## src/core/asm_pkg.sv

```systemverilog
// Package with register map, field layout and carrier types for the amplifier status monitor
// Contract
// - Bits 6:4 of the channel 0 mode monitor at 0x60 show channel 0's live switching rate.
// - Bits 1:0 of the channel 0 mode monitor show channel 0's live power profile.
// - Bit 5 of the channel 0 protection monitor at 0x61 shows whether channel 0 is muted.
// - Bit 4 of the channel 0 protection monitor shows whether channel 0's core supply is good.
// - Bit 3 of the channel 0 protection monitor shows whether channel 0's power stage supply is good.
// - Bits 2 and 1 of the channel 0 protection monitor show the second and first flying cap good.
// - Bit 0 of the channel 0 protection monitor shows that an over-current event occurred.
// - Each channel's modulation index register holds the live 8-bit index, 0 to 1 onto 0 to 255.
// - Channel 1 has the same three monitor registers at 0x64, 0x65 and 0x66.
// - Each bit of the sticky fault register at 0x6d sets and holds when its fault source fires.
// - The sticky fault register is cleared only by the fault handler clear control.
// - The fault handler clear is bit 2 at 0x2d and clears on a full low-high-low toggle.
// - The live fault register at 0x7c shows each fault source's current state, 1 when active.
// - Fault bits are 0 flycap overvoltage, 1 overcurrent, 2 clock synth, 3 supply UV, 4 OT warn, 5 OT error, 6 pin short, 7 DC.
// - Bits 2:0 of the output configuration monitor at 0x75 reflect the configuration select pins.
package asm_pkg;
	localparam logic [7:0] ASM_ADDR_CH0_MODE = 8'h60;
	localparam logic [7:0] ASM_ADDR_CH0_PROT = 8'h61;
	localparam logic [7:0] ASM_ADDR_CH0_MIDX = 8'h62;
	localparam logic [7:0] ASM_ADDR_CH1_MODE = 8'h64;
	localparam logic [7:0] ASM_ADDR_CH1_PROT = 8'h65;
	localparam logic [7:0] ASM_ADDR_CH1_MIDX = 8'h66;
	localparam logic [7:0] ASM_ADDR_STICKY = 8'h6d;
	localparam logic [7:0] ASM_ADDR_OUTCFG = 8'h75;
	localparam logic [7:0] ASM_ADDR_LIVE = 8'h7c;
	localparam logic [7:0] ASM_ADDR_CLEAR = 8'h2d;
	localparam int ASM_CLEAR_BIT = 2;
	localparam logic [7:0] ASM_REG_RESET = 8'h00;
	localparam int ASM_NUM_CH = 2;
	// Fault bit positions, shared by the live and sticky registers
	localparam int ASM_FLT_FLYCAP_OV = 0;
	localparam int ASM_FLT_OVERCURRENT = 1;
	localparam int ASM_FLT_CLK_SYNTH = 2;
	localparam int ASM_FLT_SUPPLY_UV = 3;
	localparam int ASM_FLT_OT_WARN = 4;
	localparam int ASM_FLT_OT_ERR = 5;
	localparam int ASM_FLT_PIN_SHORT = 6;
	localparam int ASM_FLT_DC = 7;

	// Live state of one channel, as delivered by the power management core
	typedef struct packed {
		logic [2:0] switching_rate_state;
		logic [1:0] power_profile_state;
		logic muted;
		logic core_supply_good;
		logic power_stage_supply_good;
		logic second_flying_cap_good;
		logic first_flying_cap_good;
		logic overcurrent_event;
		logic [7:0] modulation_index;
	} asm_ch_status_t;

	// Register host port request
	typedef struct packed {
		logic wr;
		logic rd;
		logic [7:0] addr;
		logic [7:0] wdata;
	} asm_reg_req_t;

	// Clear toggle tracking states: Gray order wait for low, armed, high seen
	typedef enum logic [1:0] {
		ASM_CLR_WAIT_LOW = 2'b00,
		ASM_CLR_ARMED = 2'b01,
		ASM_CLR_HIGH = 2'b11
	} asm_clr_state_t;
endpackage

```

## src/core/asm_ch_regs.sv

```systemverilog
// Formats one channel's live state into its three monitor register images
`timescale 1ns/1ns
module asm_ch_regs
	import asm_pkg::*;
(
	input wire logic clock_i,
	input wire logic srst_i,
	input asm_pkg::asm_ch_status_t status_i,
	output logic [7:0] mode_o,
	output logic [7:0] prot_o,
	output logic [7:0] midx_o
);
	typedef struct packed {
		logic [7:0] mode;
		logic [7:0] prot;
		logic [7:0] midx;
	} asm_ch_state_t;

	asm_ch_state_t state_ff;
	asm_ch_state_t nxt_state;

	// Capture the live state each cycle into the register images
	always_comb
	begin
		nxt_state = state_ff;
		nxt_state.mode = {1'b0, status_i.switching_rate_state, 2'b00,
			status_i.power_profile_state};
		nxt_state.prot = {2'b00, status_i.muted,
			status_i.core_supply_good,
			status_i.power_stage_supply_good,
			status_i.second_flying_cap_good, status_i.first_flying_cap_good,
			status_i.overcurrent_event};
		nxt_state.midx = status_i.modulation_index;
	end

	// State register, zero after reset
	always_ff @(posedge clock_i)
	begin
		if (srst_i)
		begin
			state_ff <= '0;
		end
		else
		begin
			state_ff <= nxt_state;
		end
	end

	assign mode_o = state_ff.mode;
	assign prot_o = state_ff.prot;
	assign midx_o = state_ff.midx;
endmodule

```

## src/core/asm_fault_acc.sv

```systemverilog
// Sticky fault accumulator with toggle-driven clear
`timescale 1ns/1ns
module asm_fault_acc
	import asm_pkg::*;
#(
	parameter int WIDTH = 8
)
(
	input wire logic clock_i,
	input wire logic srst_i,
	input wire logic [WIDTH-1:0] live_i,
	input wire logic clear_level_i,
	output logic [WIDTH-1:0] sticky_o,
	output logic clear_pulse_o
);
	typedef struct packed {
		asm_clr_state_t clr;
		logic [WIDTH-1:0] sticky;
	} asm_acc_state_t;

	asm_acc_state_t state_ff;
	asm_acc_state_t nxt_state;
	logic clr_now;

	// Track low, high, low on the clear bit; the falling edge clears
	always_comb
	begin
		nxt_state = state_ff;
		clr_now = 1'b0;
		case (state_ff.clr)
			ASM_CLR_WAIT_LOW:
			begin
				if (!clear_level_i)
				begin
					nxt_state.clr = ASM_CLR_ARMED;
				end
			end
			ASM_CLR_ARMED:
			begin
				if (clear_level_i)
				begin
					nxt_state.clr = ASM_CLR_HIGH;
				end
			end
			ASM_CLR_HIGH:
			begin
				if (!clear_level_i)
				begin
					nxt_state.clr = ASM_CLR_ARMED;
					clr_now = 1'b1;
				end
			end
			default:
			begin
				nxt_state.clr = ASM_CLR_WAIT_LOW;
			end
		endcase
		// Clear only through the toggle; a fault in the same cycle still sets
		nxt_state.sticky = (clr_now ? '0 : state_ff.sticky) | live_i;
	end

	// State register
	always_ff @(posedge clock_i)
	begin
		if (srst_i)
		begin
			state_ff <= '{clr: ASM_CLR_WAIT_LOW, sticky: '0};
		end
		else
		begin
			state_ff <= nxt_state;
		end
	end

	assign sticky_o = state_ff.sticky;
	assign clear_pulse_o = clr_now;
endmodule

```

## src/core/asm_status_monitor.sv

```systemverilog
// Top of the read-only status and fault monitor register bank
`timescale 1ns/1ns
module asm_status_monitor
	import asm_pkg::*;
(
	input wire logic clock_i,
	input wire logic srst_i,
	input asm_pkg::asm_ch_status_t ch0_status_i,
	input asm_pkg::asm_ch_status_t ch1_status_i,
	input wire logic [7:0] fault_live_i,
	input wire logic [2:0] output_config_sel_i,
	input asm_pkg::asm_reg_req_t reg_req_i,
	output logic [7:0] reg_rdata_o,
	output logic reg_rvalid_o,
	output logic fault_clear_pulse_o
);
	typedef struct packed {
		logic clear_level;
		logic [7:0] live;
		logic [7:0] outcfg;
		logic [7:0] rdata;
		logic rvalid;
	} asm_top_state_t;

	asm_top_state_t state_ff;
	asm_top_state_t nxt_state;
	logic [7:0] ch_mode [ASM_NUM_CH];
	logic [7:0] ch_prot [ASM_NUM_CH];
	logic [7:0] ch_midx [ASM_NUM_CH];
	asm_ch_status_t ch_status [ASM_NUM_CH];
	logic [7:0] sticky;

	assign ch_status[0] = ch0_status_i;
	assign ch_status[1] = ch1_status_i;

	// One formatter per channel, same layout for both
	for (genvar c = 0; c < ASM_NUM_CH; c++)
	begin : g_ch
		asm_ch_regs u_ch (
			.clock_i(clock_i),
			.srst_i(srst_i),
			.status_i(ch_status[c]),
			.mode_o(ch_mode[c]),
			.prot_o(ch_prot[c]),
			.midx_o(ch_midx[c])
		);
	end

	asm_fault_acc #(.WIDTH(8)) u_acc (
		.clock_i(clock_i),
		.srst_i(srst_i),
		.live_i(state_ff.live),
		.clear_level_i(state_ff.clear_level),
		.sticky_o(sticky),
		.clear_pulse_o(fault_clear_pulse_o)
	);

	// Register capture, clear-bit writes and read decode
	always_comb
	begin
		nxt_state = state_ff;
		nxt_state.live = fault_live_i;
		nxt_state.outcfg = {5'h00, output_config_sel_i};
		nxt_state.rvalid = reg_req_i.rd;
		// Writes reach only the clear control; monitor registers ignore them
		if (reg_req_i.wr && reg_req_i.addr == ASM_ADDR_CLEAR)
		begin
			nxt_state.clear_level = reg_req_i.wdata[ASM_CLEAR_BIT];
		end
		if (!reg_req_i.rd)
		begin
			nxt_state.rdata = state_ff.rdata;
		end
		else if (reg_req_i.addr == ASM_ADDR_CH0_MODE)
		begin
			nxt_state.rdata = ch_mode[0];
		end
		else if (reg_req_i.addr == ASM_ADDR_CH0_PROT)
		begin
			nxt_state.rdata = ch_prot[0];
		end
		else if (reg_req_i.addr == ASM_ADDR_CH0_MIDX)
		begin
			nxt_state.rdata = ch_midx[0];
		end
		else if (reg_req_i.addr == ASM_ADDR_CH1_MODE)
		begin
			nxt_state.rdata = ch_mode[1];
		end
		else if (reg_req_i.addr == ASM_ADDR_CH1_PROT)
		begin
			nxt_state.rdata = ch_prot[1];
		end
		else if (reg_req_i.addr == ASM_ADDR_CH1_MIDX)
		begin
			nxt_state.rdata = ch_midx[1];
		end
		else if (reg_req_i.addr == ASM_ADDR_STICKY)
		begin
			nxt_state.rdata = sticky;
		end
		else if (reg_req_i.addr == ASM_ADDR_OUTCFG)
		begin
			nxt_state.rdata = state_ff.outcfg;
		end
		else if (reg_req_i.addr == ASM_ADDR_LIVE)
		begin
			nxt_state.rdata = state_ff.live;
		end
		else if (reg_req_i.addr == ASM_ADDR_CLEAR)
		begin
			nxt_state.rdata = {5'h00, state_ff.clear_level, 2'b00};
		end
		else
		begin
			nxt_state.rdata = ASM_REG_RESET;
		end
	end

	// State register
	always_ff @(posedge clock_i)
	begin
		if (srst_i)
		begin
			state_ff <= '0;
		end
		else
		begin
			state_ff <= nxt_state;
		end
	end

	assign reg_rdata_o = state_ff.rdata;
	assign reg_rvalid_o = state_ff.rvalid;
endmodule

```

## config.mk

```make
export PLATFORM = sky130hd
export DESIGN_NAME = asm_status_monitor
export DESIGN_NICKNAME = d
export VERILOG_FILES = /design/src/core/asm_pkg.sv /design/src/core/asm_ch_regs.sv /design/src/core/asm_fault_acc.sv /design/src/core/asm_status_monitor.sv
export SDC_FILE = /design/constraint.sdc
export NUM_CORES = 1
export LEC_CHECK = 0
export ABC_AREA = 0
export BUFFER_PORTS_ARGS = -buffer_cell sky130_fd_sc_hd__buf_2
export CAP_MARGIN = 0
export CORE_ASPECT_RATIO = 0.6
export CORE_UTILIZATION = 45
export CTS_CLUSTER_SIZE = 25
export DETAILED_ROUTE_END_ITERATION = 10
export MAX_ROUTING_LAYER = met4
export PLACE_DENSITY = 0.76
export SETUP_SLACK_MARGIN = 0.05
export SLEW_MARGIN = 20
export SYNTH_ARGS = -nofsm -noshare
export SYNTH_HDL_FRONTEND = slang
export SYNTH_SLANG_ARGS = --single-unit
```

## constraint.sdc

```tcl
create_clock -name clock_i -period 4.69 [get_ports clock_i]
set_clock_uncertainty 0.2 [all_clocks]
set_input_delay 0.469 -clock clock_i [delete_from_list [all_inputs] [get_ports clock_i]]
set_output_delay 0.469 -clock clock_i [all_outputs]
set_load 0.03 [all_outputs]
```

# == Word-level counts from Yosys, hierarchy flattened ==
# Index checks and enable logic that the tools add are counted.
# W data, S select, Z words.
# classes
n_lt_le_gt_ge,0
shifts,0
n_reduce_logical,4
n_mux,16
add_sub_neg,0
div,0
eq_ne,14
n_bitwise,1
mul,0
# ops
operator,n
$mux W8,10
$eq A8 B7 Y1 const B,9
$eq A8 B6 Y1 const B,1
$or A8 B8 Y8,1
$mux W2,2
$ne A2 B2 Y1 const B,2
$pmux W2 S2,1
$mux W3,1
$eq A2 B1 Y1 const B,1
$eq A2 B2 Y1 const B,1
$logic_not A2 Y1,1
$mux W1,2
$reduce_and A2 Y1,1
$reduce_or A2 Y1,1
$logic_and A1 B1 Y1,1
# word_totals
input_bits,69
romBits,0
ram_bits,0
latch_bits,0
memories,0
word_cells,53
out_inout_bits,10
regBits,84

# == Longest topological paths before layout ==
# logic_depth
ltp_word,11
ltp_mapped,7

# == Modules after synthesis ==
# Synthesis repeated with hierarchy kept, for this count alone.
# hier_totals
cells_unflattened,338
hier_area_um2,3125.5
# modules_own_cells
module,cells_each,area_per_inst_um2,instances,seq_area_each_um2
asm_status_monitor,199,1564.0,1,420.4
asm_ch_regs,45,558.0,2,380.4
asm_fault_acc,49,445.4,1,200.2

# == Least setup slack after synthesis ==
# OpenSTA, ideal clock, no wires.
# synth_timing
path_type,input-to-reg
start,input reg_req_i[12] in the netlist's numbering
end,register state_ff (netlist bit reg_rdata_o[4])
setup_ns,0.080
t_arrival_ns,1.562
path_stages,6
slack_ns,2.849
path_cell_list,nand4bb_1 -> buf_2 -> nor4_4 -> nand2_1 -> a31o_1 -> a211oi_2
# synth_via
elab_chain_cells,10
elab_cells_between_ends,18
classes_between,eq/ne: 9; mux: 9
# synth_rtl
element,line,source
from (decl),asm_status_monitor.sv:12,"input asm_pkg::asm_reg_req_t reg_req_i,"
$eq A8 B7 Y1,asm_status_monitor.sv:106,else if (reg_req_i.addr == ASM_ADDR_LIVE)
$mux W8,asm_status_monitor.sv:106,
$mux W8,asm_status_monitor.sv:102,else if (reg_req_i.addr == ASM_ADDR_OUTCFG)
$mux W8,asm_status_monitor.sv:98,else if (reg_req_i.addr == ASM_ADDR_STICKY)
$mux W8,asm_status_monitor.sv:94,else if (reg_req_i.addr == ASM_ADDR_CH1_MIDX)
$mux W8,asm_status_monitor.sv:90,else if (reg_req_i.addr == ASM_ADDR_CH1_PROT)
$mux W8,asm_status_monitor.sv:86,else if (reg_req_i.addr == ASM_ADDR_CH1_MODE)
$mux W8,asm_status_monitor.sv:82,else if (reg_req_i.addr == ASM_ADDR_CH0_MIDX)
$mux W8,asm_status_monitor.sv:78,else if (reg_req_i.addr == ASM_ADDR_CH0_PROT)
$mux W8 *,asm_status_monitor.sv:74,else if (reg_req_i.addr == ASM_ADDR_CH0_MODE)
to (signal assigned),asm_status_monitor.sv:129,state_ff <= nxt_state;
to (decl),asm_status_monitor.sv:25,asm_top_state_t state_ff;
# Mark *: on every way between the ends. The rest lies on a longest branch, timed or not.
# A chain may end at the register's enable or synchronous reset.

# == Worst setup path in the final report ==
# layout_timing
start,register u_acc.state_ff[8] in the netlist's numbering
end,output fault_clear_pulse_o
# layout_via
elab_chain_cells,2
# layout_rtl
element,line,source
from (decl),asm_fault_acc.sv:21,asm_acc_state_t state_ff;
from (signal assigned),asm_fault_acc.sv:67,"state_ff <= '{clr: ASM_CLR_WAIT_LOW, sticky: '0};"
from (signal assigned),asm_fault_acc.sv:71,state_ff <= nxt_state;
$eq A2 B2 Y1,asm_fault_acc.sv:30,case (state_ff.clr)
$mux W1,asm_fault_acc.sv:30,
to (decl),asm_status_monitor.sv:15,output logic fault_clear_pulse_o
# No other way between the ends.

==> metrics.md <==
| Metric | Value |
|---|---|
| Commonest non-fill, non-tap cells in the layout | `71 x buf_2, 69 x dfxtp_1, 52 x nor2b_1, 27 x nor2_1, 17 x a21oi_1` |
| Mean cell area of the mapped netlist | `9.39 µm²` |
| Sequential share of the synthesized area | `0.495` |
| HPWL after DPL | `4.79 mm` |
| Ys flop type | `dfxtp_1` |
| Number of flops mapped to enable cells by yosys | `0` |
| # IOs | `79` |
| CP required | `4.02 ns` |
| Port bufs | `71` |
| GRT Util Overall | `0.217` |
| Synth Register Bits | `69` |
| Arr. time, crit path | `1.48 ns` |
| Antenna violations before repair | `0` |
| Worst-Margin Slew | `0.575 ns` |
| Die Y | `63.0 µm` |
| Routed Antenna Nets | `0` |
| Clk slew on worst S/H paths | `0.07 ns` |
| Commonest non-fill, non-tap cell in the layout | `buf_2` |
| Final Cycle Share | `0.459` |
| Lkg Pwr | `1.39 nW` |
| Slew Viols, Final | `0` |
| Share of layout cells above drive strength 1 | `0.259` |
| Mapped Cells | `297` |
| Global-route wire length before repair | `10.3 mm` |
| Grt met3 use | `0.100` |
| Yosys cell types | `46` |
| Post-Synthesis Cell Area | `2790 µm²` |
| Core footprint | `5780 µm²` |
| Critical path type | `reg2out` |
| Post-CTS sizing | `0` |
| Post-synth ARST share | `0` |
| Fillers | `556` |
| Largest net degree at the start of global routing | `39` |
| Slowest cell on the critical path | `dfxtp_1` |
| Post-Route WL | `6.38 mm` |
| Iter 0 DRT Violations | `217` |
| Via Count | `2243` |
| Yosys top cell area share | `0.495` |
| Maximum fanout along the worst path | `9` |
| Hold Buf Count CTS | `0` |
| CTS sink count | `69` |
| Worst-path cell chain | `ha_1 -> nand2b_1 -> inv_1 -> buf_2` |
| Crit path time final | `2.15 ns` |
| Root buffer cell | `clkbuf_8` |
| Max Cap Violations | `0` |
| Vias per inst | `5.11` |
| Fmax | `0.465 GHz` |
| # diodes | `0` |
| CTS max path bufs | `2` |
| Synth-to-Final Area Change | `18.6%` |
| Setup ws final | `2.54 ns` |
| Final net count | `428` |
| # setup viols final | `0` |
| RSZ-0062 raised after global routing | `false` |
| Accumulated negative setup slack | `0 ns` |
| Routed len/inst | `14.5 µm` |
| CTS tree | `built` |
| Setup Fix Bufs, Post-CTS | `0` |
| Outcome | `finished, final reports clean` |
| Gr busiest metal | `met1` |
| Final hold vios | `0` |
| Residual DRC count | `0` |
| Number of cell rows | `21` |
| Die area | `6530 µm²` |
| Pwr per Cell Area | `366 nW/µm²` |
| Skew-Pair Late Insertion Delay | `0.34 ns` |
| Leading area contributor after synthesis | `dfxtp_1` |
| CTS buffer count | `9` |
| Hold crit path type | `in2reg` |
| GPL Wtd Cong | `0.917` |
| Total grt overflow | `0` |
| Slowest cell delay on critical path | `0.43 ns` |
| Pre-CTS setup slack | `2.36 ns` |
| CTS H-tree depth | `3` |
| Max VDD drop | `0.173 mV` |
| Vias in the first global route | `2066` |
| Initial Utilization | `0.482` |
| Normalized max-slew margin | `0.616` |
| Worst setup EP type | `output pin` |
| Syn Nets | `370` |
| First-pass DRT Iterations | `5` |
| Met1 usage | `0.305` |
| YS warnings | `0` |
| Die Wd | `104 µm` |
| Met2 GRT Util | `0.272` |
| Ranking of synthesized cells by area | `dfxtp_1 50%, nor2b_1 12%, nor2_1 3.6%` |
| CP Launch Type | `flop` |
==> cell usage after synthesis, drive strengths merged (6+ instances only) <==
| master | n |
|---|---|
| nor2 | 27 |
| nand2 | 12 |
| a211oi | 7 |
| o21ai | 11 |
| inv | 11 |
| clkbuf | 11 |
| a21oi | 17 |
| buf | 14 |
| nand2b | 6 |
| nor2b | 52 |
| dfxtp | 69 |
==> stage by stage <==
stage	cell area, µm²	instances	util	hold WS [ns]	total power [mW]
after CTS	3310	439	0.572	0.107	1.23
after global placement	3120	424	0.540	0.257	0.765
after floorplan	2790	297	-	0.229	0.724
after global routing	3310	439	0.572	0.100	1.28
after detailed placement	3120	424	0.540	0.282	0.769
final	3310	439	0.572	0.127	1.21
==> path summary, 6_finish.rpt <==
kind	start	end	slack, ns	depth (start not counted)
worst max-delay path	u_acc.state_ff[8]	fault_clear_pulse_o	2.54	4
worst max register to register	u_acc.state_ff[8]	u_acc.state_ff[9]	3.08	6
worst min-delay path	ch1_status_i[13]	g_ch[1].u_ch.prot_o[5]	0.13	2
worst min register to register	state_ff[23]	u_acc.sticky_o[6]	0.28	2
==> layout make-up <==
type	instances	area, µm²	area share
Clock buffer	9	124	0.0374
Sequential cell	69	1380	0.418
Clock inverter	6	65.1	0.0197
Multi-Input combinational cell	192	1230	0.373
Inverter	11	41.3	0.0125
Tap cell	80	100	0.0303
Timing Repair Buffer	72	363	0.110
==> metal layers <==
metal  vias to the layer above  share of wire
met1                       997           0.49
met3                         7           0.12
met2                       115           0.39
li1                       1124              -
met5                         -              0
met4                         0         0.0080
==> critical path, delay by kind of cell (launching register included) <==
kind	cells	cell delay (ns)
buffers and inverters	2	0.32
adders and majority gates	1	0.18
DFF	1	0.43
and+or+nand+nor	1	0.21
==> power breakdown <==
part / total (mW) / switching (mW) / internal, mW
Sequential: 0.634 / 0.0154 / 0.619
Clock: 0.455 / 0.213 / 0.242
Combinational: 0.123 / 0.0689 / 0.0544
Total: 1.21 / 0.297 / 0.915
==> registers in the layout, indices dropped and copies added (netlist names) <==
signal / flops
g_ch.u_ch.midx_o: 16
g_ch.u_ch.mode_o: 10
g_ch.u_ch.prot_o: 12
reg_rdata_o: 8
reg_rvalid_o: 1
state_ff: 12
u_acc.state_ff: 2
u_acc.sticky_o: 8
==> cells by family after synthesis <==
logic type | after synthesis | synth area share
DFF | 69 | 0.495
buffers and inverters | 36 | 0.0624
muxes | 6 | 0.0220
adders and majority gates | 4 | 0.0179
AOI/OAI and AO/OA | 67 | 0.165
and+or+nand+nor | 115 | 0.238
No activity file was read; power rests on OpenSTA's default activity.
